File: config.mk
export PLATFORM = sky130hd
export DESIGN_NAME = timer_channel
export DESIGN_NICKNAME = d
export VERILOG_FILES = /design/src/hdl/tmr_pkg.sv /design/src/hdl/timer_channel.sv
export SDC_FILE = /design/constraint.sdc
export NUM_CORES = 1
export LEC_CHECK = 0
export ABC_AREA = 0
export BUFFER_PORTS_ARGS = -buffer_cell sky130_fd_sc_hd__buf_4
export CAP_MARGIN = 40
export CORE_ASPECT_RATIO = 1.4
export CORE_MARGIN = 1.5
export CORE_UTILIZATION = 61
export DETAILED_ROUTE_END_ITERATION = 10
export GPL_TIMING_DRIVEN = 1
export HOLD_SLACK_MARGIN = 0.1
export PLACE_DENSITY = 0.81
export SETUP_SLACK_MARGIN = 0.3
export SLEW_MARGIN = 10
export SYNTH_ARGS = -nofsm -noshare
export SYNTH_HDL_FRONTEND = slang
export SYNTH_SLANG_ARGS = --single-unit
File: constraint.sdc
create_clock -name mclk -period 4.7 [get_ports mclk]
set_clock_uncertainty 0.15 [all_clocks]
set_input_delay 0 -clock mclk [delete_from_list [all_inputs] [get_ports mclk]]
set_output_delay 0 -clock mclk [all_outputs]
set_load 0.01 [all_outputs]
File: src/hdl/tmr_pkg.sv
// package: register map, field codes and constants for the timer channel block
package tmr_pkg;

    // register word offsets (byte addresses on the avalon bus)
    localparam logic [4:0] ADDR_STATUS_CTRL  = 5'h00;  // counter control
    localparam logic [4:0] ADDR_COUNT        = 5'h04;  // counter value (read only)
    localparam logic [4:0] ADDR_MOD_HIGH     = 5'h08;
    localparam logic [4:0] ADDR_MOD_LOW      = 5'h0C;
    localparam logic [4:0] ADDR_CH_CTRL      = 5'h10;  // channel status/control
    localparam logic [4:0] ADDR_CH_VAL_HIGH  = 5'h14;
    localparam logic [4:0] ADDR_CH_VAL_LOW   = 5'h18;

    // counter control field positions
    localparam int CLKS_LSB  = 0;
    localparam int PS_LSB    = 2;
    localparam int CENTER_ALIGNED_SELECT_BIT = 5;
    // channel control field positions
    localparam int ELS_LSB   = 0;
    localparam int MS_LSB    = 2;
    localparam int CHF_BIT   = 7;

    // clock select codes
    localparam logic [1:0] CLKS_OFF  = 2'h0;
    localparam logic [1:0] CLKS_BUS  = 2'h1;
    localparam logic [1:0] CLKS_FIX  = 2'h2;
    localparam logic [1:0] CLKS_EXT  = 2'h3;
    // mode select codes
    localparam logic [1:0] MS_CAPT   = 2'h0;
    localparam logic [1:0] MS_OCMP   = 2'h1;
    // edge/level codes
    localparam logic [1:0] ELS_NONE  = 2'h0;
    localparam logic [1:0] ELS_TOG   = 2'h1;  // also rising edge in capture
    localparam logic [1:0] ELS_CLR   = 2'h2;  // also falling edge in capture
    localparam logic [1:0] ELS_SET   = 2'h3;  // also both edges in capture

    localparam logic [15:0] CNT_TOP   = 16'hFFFF;
    localparam logic [15:0] CNT_ONE   = 16'h0001;
    localparam logic [15:0] CNT_ZERO  = 16'h0000;
    localparam logic [31:0] RD_ZERO   = 32'h0000_0000;

    // channel configuration, travels as one bundle
    typedef struct packed {
        logic       flag;
        logic [1:0] mode;
        logic [1:0] edge_level;
    } chan_cfg_t;

endpackage : tmr_pkg

File: src/hdl/timer_channel.sv
// timer counter with one capture/compare/pwm channel and avalon-mm registers
`timescale 1ns/1ps
`default_nettype none

// Notes on behaviour
// - clock select: off, bus, fixed, external
// - pinless compare allowed with external clock
// - pin released when edge/level or clock off
// - center-aligned select puts channel in center_aligned_pwm
// - mode bits pick capture, compare, edge_aligned_pwm
// - capture on selected edge polarity
// - capture input synchronised to bus clock
// - compare match toggles, clears or sets pin
// - toggle keeps previous level until match
// - capture ignores value writes; control write unlatches
// - debug halt freezes latches, reads live
// - value bytes buffered, loaded coherently
// - clock off loads on second byte
// - compare loads at next counter change
// - pwm loads at modulo minus one step
// - control write resets write latch
// - debug halt writes go direct
// - one 16-bit counter with modulo
// - up/down in center_aligned_pwm, else up
module timer_channel
    import tmr_pkg::*;
#(
    parameter int PS_WIDTH = 3
) (
    // clock and reset
    input  wire logic        mclk,
    input  wire logic        resetn,
    // avalon-mm slave
    input  wire logic [4:0]  address,
    input  wire logic        read,
    input  wire logic        write,
    input  wire logic [31:0] writedata,
    output logic      [31:0] readdata,
    output logic             waitrequest,
    // timer sources and debug
    input  wire logic        fixed_clock_tick,
    input  wire logic        debug_halt_mode,
    // channel pin (also external counter clock source)
    input  wire logic        channel_pin_in,
    output logic             channel_pin_out,
    output logic             channel_pin_oe
);

    logic rst_meta_reg, rst_sync_reg;
    logic rst_n;
    // reset released through two stages
    always_ff @(posedge mclk or negedge resetn) begin
        if (!resetn) begin
            rst_meta_reg <= 1'b0;
            rst_sync_reg <= 1'b0;
        end else begin
            rst_meta_reg <= 1'b1;
            rst_sync_reg <= rst_meta_reg;
        end
    end
    assign rst_n = rst_sync_reg;

    // registers
    logic [1:0]          counter_clock_select;
    logic [PS_WIDTH-1:0] prescale_sel_reg;
    logic                center_aligned_select;
    logic [15:0]         modulo_reg;
    logic [15:0]         count_reg;
    logic                count_down_reg;
    logic [PS_WIDTH+6:0] prescale_cnt_reg;
    chan_cfg_t           chan_reg;
    logic [15:0]         chan_val_reg;
    logic [15:0]         wbuf_reg;
    logic                wlatch_hi_reg, wlatch_lo_reg, load_pend_reg;
    logic [7:0]          rbuf_reg;
    logic                rlatch_reg;
    logic                pin_reg, oe_reg;

    wire logic [1:0] ch_mode  = chan_reg.mode;
    wire logic [1:0] ch_els   = chan_reg.edge_level;

    // one-cycle bus answer: waitrequest drops in the cycle after the request
    logic ack_reg;
    wire logic req    = (read | write) & ~ack_reg;
    wire logic wr_acc = write & ack_reg;
    wire logic rd_acc = read & ack_reg;
    always_ff @(posedge mclk or negedge rst_n) begin
        if (!rst_n) ack_reg <= 1'b0;
        else        ack_reg <= req;
    end
    // waitrequest has a flop of its own so the bus sees no gate after it
    logic wait_reg;
    always_ff @(posedge mclk or negedge rst_n) begin
        if (!rst_n) wait_reg <= 1'b1;
        else        wait_reg <= ~req;
    end
    assign waitrequest = wait_reg;

    // mode decode
    wire logic clk_on   = (counter_clock_select != CLKS_OFF);
    wire logic is_center_aligned_pwm  = center_aligned_select;
    wire logic is_capt  = !is_center_aligned_pwm && ch_mode == MS_CAPT;
    wire logic is_ocmp  = !is_center_aligned_pwm && ch_mode == MS_OCMP;
    wire logic is_edge_aligned_pwm  = !is_center_aligned_pwm && ch_mode[1];
    wire logic ext_sel  = counter_clock_select == CLKS_EXT;
    // pin owned only with edge/level set and clock running
    wire logic pin_own  = clk_on && ch_els != ELS_NONE;

    // pin input synchroniser and edge detect
    logic pin_s1_reg, pin_s2_reg, pin_s3_reg;
    always_ff @(posedge mclk or negedge rst_n) begin
        if (!rst_n) begin
            pin_s1_reg <= 1'b0;
            pin_s2_reg <= 1'b0;
            pin_s3_reg <= 1'b0;
        end else begin
            pin_s1_reg <= channel_pin_in;
            pin_s2_reg <= pin_s1_reg;
            pin_s3_reg <= pin_s2_reg;
        end
    end
    wire logic rise = pin_s2_reg & ~pin_s3_reg;
    wire logic fall = ~pin_s2_reg & pin_s3_reg;

    // capture edge decode: rising, falling or both; code 0:0 never captures
    function automatic logic capture_edge(input logic [1:0] els, input logic r,
                                          input logic f);
        case (els)
            ELS_TOG: capture_edge = r;
            ELS_CLR: capture_edge = f;
            ELS_SET: capture_edge = r | f;
            default: capture_edge = 1'b0;
        endcase
    endfunction : capture_edge
    wire logic cap_ev = is_capt && pin_own && capture_edge(ch_els, rise, fall);

    // counter tick: external rising edge only usable up to a quarter bus rate
    logic src_tick;
    always_comb begin
        case (counter_clock_select)
            CLKS_BUS: src_tick = 1'b1;
            CLKS_FIX: src_tick = fixed_clock_tick;
            CLKS_EXT: src_tick = rise;
            default:  src_tick = 1'b0;
        endcase
    end

    // prescaler: divide by 2**prescale_sel
    wire logic [PS_WIDTH+6:0] ps_limit =
        (PS_WIDTH+7)'((1 << prescale_sel_reg) - 1);
    wire logic cnt_step = src_tick && prescale_cnt_reg >= ps_limit;
    always_ff @(posedge mclk or negedge rst_n) begin
        if (!rst_n)              prescale_cnt_reg <= '0;
        else if (!clk_on)        prescale_cnt_reg <= '0;
        else if (cnt_step)       prescale_cnt_reg <= '0;
        else if (src_tick)       prescale_cnt_reg <= prescale_cnt_reg + 1'b1;
    end

    // main counter
    wire logic [15:0] top = (modulo_reg == CNT_ZERO) ? CNT_TOP : modulo_reg;
    always_ff @(posedge mclk or negedge rst_n) begin
        if (!rst_n) begin
            count_reg      <= CNT_ZERO;
            count_down_reg <= 1'b0;
        end else if (cnt_step) begin
            if (is_center_aligned_pwm) begin
                if (!count_down_reg && count_reg >= top) begin
                    count_down_reg <= 1'b1;
                    count_reg      <= count_reg - CNT_ONE;
                end else if (count_down_reg && count_reg <= CNT_ONE) begin
                    count_down_reg <= 1'b0;
                    count_reg      <= count_down_reg && count_reg == CNT_ZERO
                                      ? CNT_ONE : CNT_ZERO;
                end else if (count_down_reg) count_reg <= count_reg - CNT_ONE;
                else                         count_reg <= count_reg + CNT_ONE;
            end else begin
                count_down_reg <= 1'b0;
                // wrap after modulo, or after all ones when modulo is zero
                count_reg <= (count_reg >= top) ? CNT_ZERO
                                                : count_reg + CNT_ONE;
            end
        end
    end

    // pwm reload point: counter stepping from top minus one to top
    wire logic pwm_reload = cnt_step && !count_down_reg
                            && count_reg == top - CNT_ONE;
    wire logic match = cnt_step && count_reg == chan_val_reg;

    // value register writes
    wire logic wr_ctrl = wr_acc && address == ADDR_CH_CTRL;
    wire logic wr_vh   = wr_acc && address == ADDR_CH_VAL_HIGH && !is_capt;
    wire logic wr_vl   = wr_acc && address == ADDR_CH_VAL_LOW  && !is_capt;
    wire logic both    = (wr_vh | wlatch_hi_reg) & (wr_vl | wlatch_lo_reg);
    logic      apply;
    always_comb begin
        if (!clk_on)       apply = 1'b1;
        else if (is_ocmp)  apply = cnt_step;
        else               apply = pwm_reload;
    end

    // coherent write buffer
    always_ff @(posedge mclk or negedge rst_n) begin
        if (!rst_n) begin
            wbuf_reg      <= CNT_ZERO;
            wlatch_hi_reg <= 1'b0;
            wlatch_lo_reg <= 1'b0;
            load_pend_reg <= 1'b0;
        end else if (wr_ctrl) begin
            wlatch_hi_reg <= 1'b0;
            wlatch_lo_reg <= 1'b0;
            load_pend_reg <= 1'b0;
        end else if (!debug_halt_mode) begin
            if (wr_vh) wbuf_reg[15:8] <= writedata[7:0];
            if (wr_vl) wbuf_reg[7:0]  <= writedata[7:0];
            if (both && !load_pend_reg) begin
                wlatch_hi_reg <= 1'b0;
                wlatch_lo_reg <= 1'b0;
                load_pend_reg <= ~apply;
            end else begin
                wlatch_hi_reg <= wlatch_hi_reg | wr_vh;
                wlatch_lo_reg <= wlatch_lo_reg | wr_vl;
                if (load_pend_reg && apply) load_pend_reg <= 1'b0;
            end
        end
    end
    wire logic do_load = !debug_halt_mode && !wr_ctrl
                         && ((both && !load_pend_reg && apply)
                             || (load_pend_reg && apply));

    // channel value: loads from buffer, captures, or direct debug writes
    always_ff @(posedge mclk or negedge rst_n) begin
        if (!rst_n) chan_val_reg <= CNT_ZERO;
        else if (cap_ev)
            chan_val_reg <= count_reg;
        else if (debug_halt_mode) begin
            if (wr_vh) chan_val_reg[15:8] <= writedata[7:0];
            if (wr_vl) chan_val_reg[7:0]  <= writedata[7:0];
        end else if (do_load)
            chan_val_reg <= both && !load_pend_reg ?
                {wr_vh ? writedata[7:0] : wbuf_reg[15:8],
                 wr_vl ? writedata[7:0] : wbuf_reg[7:0]} : wbuf_reg;
    end

    // read coherency: outside debug halt a high byte read freezes the low byte
    always_ff @(posedge mclk or negedge rst_n) begin
        if (!rst_n) begin
            rbuf_reg   <= 8'h00;
            rlatch_reg <= 1'b0;
        end else if (wr_ctrl) rlatch_reg <= 1'b0;
        else if (!debug_halt_mode) begin
            if (rd_acc && address == ADDR_CH_VAL_HIGH) begin
                rbuf_reg   <= chan_val_reg[7:0];
                rlatch_reg <= 1'b1;
            end else if (rd_acc && address == ADDR_CH_VAL_LOW)
                rlatch_reg <= 1'b0;
        end
    end

    // control registers
    always_ff @(posedge mclk or negedge rst_n) begin
        if (!rst_n) begin
            counter_clock_select  <= CLKS_OFF;
            prescale_sel_reg      <= '0;
            center_aligned_select <= 1'b0;
            modulo_reg            <= CNT_ZERO;
        end else if (wr_acc) begin
            if (address == ADDR_STATUS_CTRL) begin
                counter_clock_select  <= writedata[CLKS_LSB +: 2];
                prescale_sel_reg      <= writedata[PS_LSB +: PS_WIDTH];
                center_aligned_select <= writedata[CENTER_ALIGNED_SELECT_BIT];
            end else if (address == ADDR_MOD_HIGH)
                modulo_reg[15:8] <= writedata[7:0];
            else if (address == ADDR_MOD_LOW)
                modulo_reg[7:0]  <= writedata[7:0];
        end
    end

    // channel control; match/capture flag set wins over a software clear
    always_ff @(posedge mclk or negedge rst_n) begin
        if (!rst_n) chan_reg <= '0;
        else begin
            if (wr_ctrl) begin
                chan_reg.mode       <= writedata[MS_LSB +: 2];
                chan_reg.edge_level <= writedata[ELS_LSB +: 2];
            end
            if (match || cap_ev)            chan_reg.flag <= 1'b1;
            else if (wr_ctrl && !writedata[CHF_BIT]) chan_reg.flag <= 1'b0;
        end
    end

    // pin drive
    always_ff @(posedge mclk or negedge rst_n) begin
        if (!rst_n) begin
            pin_reg <= 1'b0;
            oe_reg  <= 1'b0;
        end else begin
            // external clock pin keeps compare pinless by els 0:0
            oe_reg <= pin_own && !is_capt && !(ext_sel && ch_els == ELS_NONE);
            if (!pin_own) pin_reg <= pin_reg;
            else if (is_ocmp && match) begin
                case (ch_els)
                    ELS_TOG: pin_reg <= ~pin_reg;
                    ELS_CLR: pin_reg <= 1'b0;
                    default: pin_reg <= 1'b1;
                endcase
            end else if (is_edge_aligned_pwm && cnt_step) begin
                if (count_reg >= top)                pin_reg <= ~ch_els[0];
                else if (count_reg + CNT_ONE == chan_val_reg) pin_reg <= ch_els[0];
            end else if (is_center_aligned_pwm && cnt_step)
                pin_reg <= ((count_reg < chan_val_reg) ^ ch_els[0]);
        end
    end
    assign channel_pin_out = pin_reg;
    assign channel_pin_oe  = oe_reg;

    // read data, registered on the edge that drops waitrequest
    logic [31:0] rd_mux;
    always_comb begin
        rd_mux = RD_ZERO;
        if (address == ADDR_STATUS_CTRL)
            rd_mux = 32'({center_aligned_select, prescale_sel_reg, counter_clock_select});
        else if (address == ADDR_COUNT)      rd_mux = 32'(count_reg);
        else if (address == ADDR_MOD_HIGH)   rd_mux = 32'(modulo_reg[15:8]);
        else if (address == ADDR_MOD_LOW)    rd_mux = 32'(modulo_reg[7:0]);
        else if (address == ADDR_CH_CTRL)
            rd_mux = 32'({chan_reg.flag, 3'b000, chan_reg.mode, chan_reg.edge_level});
        else if (address == ADDR_CH_VAL_HIGH) rd_mux = 32'(chan_val_reg[15:8]);
        else if (address == ADDR_CH_VAL_LOW)
            rd_mux = 32'((rlatch_reg && !debug_halt_mode) ? rbuf_reg : chan_val_reg[7:0]);
    end
    always_ff @(posedge mclk or negedge rst_n) begin
        if (!rst_n)        readdata <= RD_ZERO;
        else if (read & req) readdata <= rd_mux;
    end

endmodule : timer_channel

`default_nettype wire

==> flow_metrics.env <==
export IMPL_crit_fanout=11
export IMPL_viasPerCell=6.722
export IMPL_switchingPower_w=0.001483
export IMPL_first_global_vias=8064
export IMPL_path_cells="nor4_1 -> nand2_1 -> nor2_1 -> buf_4 -> nor2_1 -> ha_1 -> xnor2_1 -> nor3_1 -> o221ai_1 -> a311oi_1 -> nand4_1 -> nor4_2 -> a21oi_2 -> o21ai_4 -> mux2_2"
export IMPL_wirelength_um=28010
export IMPL_crit_path_start_kind="flip-flop"
export IMPL_timing_critical_path_from="modulo_reg[11]"
export IMPL_power_internal_w=0.002569
export IMPL_fin_crit_sh=0.9037
export IMPL_synth_cell_types=83
export IMPL_dr_first_iter_drc_count=986
export IMPL_max_cap_violations=0
export IMPL_coreArea_um2=14380
export IMPL_slowest_delay_ns=0.49
export IMPL_stdcell_count=1276
export IMPL_die_y_um=145.8
export IMPL_worst_ep_arrival_time_ns=4.41
export IMPL_hold_path_class="input pin to flip-flop"
export IMPL_drtAntennaViolNets=0
export IMPL_swShare=0.3660
export IMPL_syn_area_um2=8889
export IMPL_clk_path_buf_depth=2
export IMPL_status="finished, final reports clean"
export IMPL_initial_core_util=0.6182
export IMPL_mostFrequentLayoutCell="dfrtp_1"
export IMPL_cp_required_ns=4.86
export IMPL_antenna_found_initial=0
export IMPL_synth_seq_cells=123
export IMPL_p_leak_nw=4.477
export IMPL_dieArea_um2=15320
export IMPL_area_growth_pct=15.44
export IMPL_cpMostUsedCell="nor2_1"
export IMPL_synth_cells=1018
export IMPL_critPathKind="flip-flop to flip-flop"
export IMPL_rsz0062_at_grt="no"
export IMPL_design_power_total_w=0.004053
export IMPL_fin_crit_ns=4.248
export IMPL_core_rowCount=52
export IMPL_crit_slowest_cell="dfrtp_1"
export IMPL_cts_sinks=123
export IMPL_grtUsageTotal=0.3714
export IMPL_fin_nets=1166
export IMPL_final_cell_mix="dfrtp_1 (121), nand2_1 (117), o21ai_0 (86), buf_4 (76), a21oi_1 (62)"
export IMPL_critPathBufInv=1
export IMPL_fillerInstances=1111
export IMPL_cts_root_buffer="clkbuf_16"
export IMPL_syn_avg_cell_area_um2=8.731
export IMPL_worst_slew_pin_slew_ns=0.9245
export IMPL_grt_ovfl_total=0
export IMPL_place_gp_congestion=1.019
export IMPL_drive_gt1_frac=0.1730
export IMPL_worstHoldStart="address[1]"
export IMPL_relSlewSlack=0.3753
export IMPL_utilization=0.7136
export IMPL_pwr_share_comb=0.330
export IMPL_async_flop_share=1.000
export IMPL_dp_cells=1217
export IMPL_slew_violations=0
export IMPL_dpl_hpwl_um=19230
export IMPL_port_buffer_count=38
export IMPL_peakVddDrop_v=0.0002947
export IMPL_clk_pin_slew_worst_paths_ns=0.06
export IMPL_wl_per_cell_um=21.95
export IMPL_postCtsSetupBuffers=0
export IMPL_cts_tree="built"
export IMPL_finalHoldViolations=0
export IMPL_powerDensity_nw_per_um2=395.0
export IMPL_yosysWarnings=0
export IMPL_io_pins=79
export IMPL_r2r_start="modulo_reg[11]"
export IMPL_htree_levels=4
export IMPL_cp_end_kind="flip-flop"
export IMPL_fmax_ghz=0.2354
export IMPL_clkPwrFrac=0.325
export IMPL_vias=8577
export IMPL_finalSetupViolCount=0
export IMPL_critPathTopFamily="simple AND/OR/NAND/NOR gates"
export IMPL_tns_ns=0
export IMPL_synth_edff_count=0
export IMPL_post_route_drc_count=0
export IMPL_grt_max_degree=67
export IMPL_dr_pass1_iters=7
export IMPL_synthFlopType="dfrtp_1"
export IMPL_n_antenna_cell=0
export IMPL_cts_buffers=17
export IMPL_fp_dieW_um=105.0
export IMPL_p_seq_frac=0.345
export IMPL_grt_pass1_wl_um=44040
export IMPL_ys_seq_area_frac=0.3464
export IMPL_clk_latency_ns=0.43
==> worst paths after layout <==
path	slack, ns	cells after the start	endpoint
min in group asynchronous	0.26	1	wbuf_reg[0]
setup reg to reg	0.45	15	chan_val_reg[6]
hold / removal	0.14	5	prescale_sel_reg[1]
setup / recovery	0.45	15	chan_val_reg[6]
max in group asynchronous	3.18	1	modulo_reg[2]
hold reg to reg	0.20	0	rst_n
==> cell type report <==
| cell class | instances | area, µm² | share of cell area |
|---|---|---|---|
| repair buffers | 104 | 855.8 | 0.08340 |
| multi-input cells | 790 | 5355 | 0.5219 |
| inverters | 38 | 142.6 | 0.01390 |
| clock inverters | 13 | 145.1 | 0.01414 |
| clock buffers | 19 | 442.9 | 0.04317 |
| flip-flops and latches | 123 | 3083 | 0.3005 |
| well taps | 189 | 236.5 | 0.02305 |
==> worst min-delay path: cells and delay by family <==
family	cells	cell delay [ns]
buffers and inverters	2	0.26
AND/OR/NAND/NOR	2	0.22
multiplexers	1	0.22
==> power by group through the flow <==
| stage | combinational (W) | sequential [W] | clock [W] |
|---|---|---|---|
| 4_1_cts | 0.00130 | 0.00138 | 0.00132 |
| 3_5_place_dp | 0.00126 | 0.00140 | 0 |
| 6_report | 0.00134 | 0.00140 | 0.00132 |
| 5_1_grt | 0.00145 | 0.00141 | 0.00137 |
| 2_1_floorplan | 0.000940 | 0.00132 | 0 |
| 3_3_place_gp | 0.00122 | 0.00139 | 0 |
==> timing repair <==
action | CTS | global route
hold buffers | 27 | 0
resized for setup | 0 | 3
hold endpoints to repair | 106 | 0
setup endpoints to repair | 0 | 16
==> kinds of logic (layout without fill, tap and decap cells) <==
family | Yosys count | in the layout | synth area share
xor+xnor | 42 | 42 | 0.04293
mux | 80 | 80 | 0.09811
other cells | 2 | 18 | 0.0008449
buf+inv | 121 | 174 | 0.05996
compound gates | 261 | 261 | 0.1875
simple gates | 341 | 341 | 0.1967
flops | 123 | 123 | 0.3464
fa+ha+maj | 48 | 48 | 0.06757
==> synth_stat cells (4+ instances only) <==
master | number | share of area
a211oi_1 | 9 | 0.0076
a21o_1 | 11 | 0.0093
a21oi_1 | 62 | 0.035
a221oi_1 | 19 | 0.019
a222oi_1 | 4 | 0.0045
a22oi_1 | 5 | 0.0042
a31oi_1 | 9 | 0.0063
and2_1 | 10 | 0.0070
and3_1 | 10 | 0.0070
buf_1 | 10 | 0.0042
buf_4 | 18 | 0.015
clkbuf_1 | 51 | 0.022
dfrtp_1 | 122 | 0.34
ha_1 | 48 | 0.068
inv_1 | 37 | 0.016
mux2_2 | 56 | 0.071
mux2i_1 | 23 | 0.026
nand2_1 | 117 | 0.049
nand2b_1 | 8 | 0.0056
nand3_1 | 28 | 0.016
nand3b_1 | 4 | 0.0034
nand4_1 | 15 | 0.011
nor2_1 | 56 | 0.024
nor2b_1 | 13 | 0.0091
nor3_1 | 25 | 0.014
nor4_1 | 17 | 0.012
nor4b_1 | 4 | 0.0039
o211ai_1 | 5 | 0.0042
o21a_1 | 4 | 0.0034
o21ai_0 | 86 | 0.048
o221ai_1 | 5 | 0.0049
o22ai_1 | 7 | 0.0049
o31ai_1 | 6 | 0.0051
or3_1 | 6 | 0.0042
xnor2_1 | 31 | 0.031
xor2_1 | 10 | 0.0099
==> through the flow <==
step / area (µm²) / setup WS [ns] / hold slack, ns
global placement: 9371 / 0.5665 / -0.3670
CTS: 10240 / 0.4363 / 0.1092
floorplan: 8949 / 0.7549 / -0.4456
detailed placement: 9387 / 0.4956 / -0.3645
finish: 10260 / 0.4525 / 0.1364
global route: 10260 / 0.3136 / 0.1328
==> routing by layer <==
metal	GRT usage	up-vias	part of all wire
met4	0.2363	0	0.071
met1	0.4537	4063	0.37
met3	0.06852	156	0.088
li1	-	3786	-
met5	0	-	0
met2	0.6020	572	0.47
(Power assumes the default switching activity.)
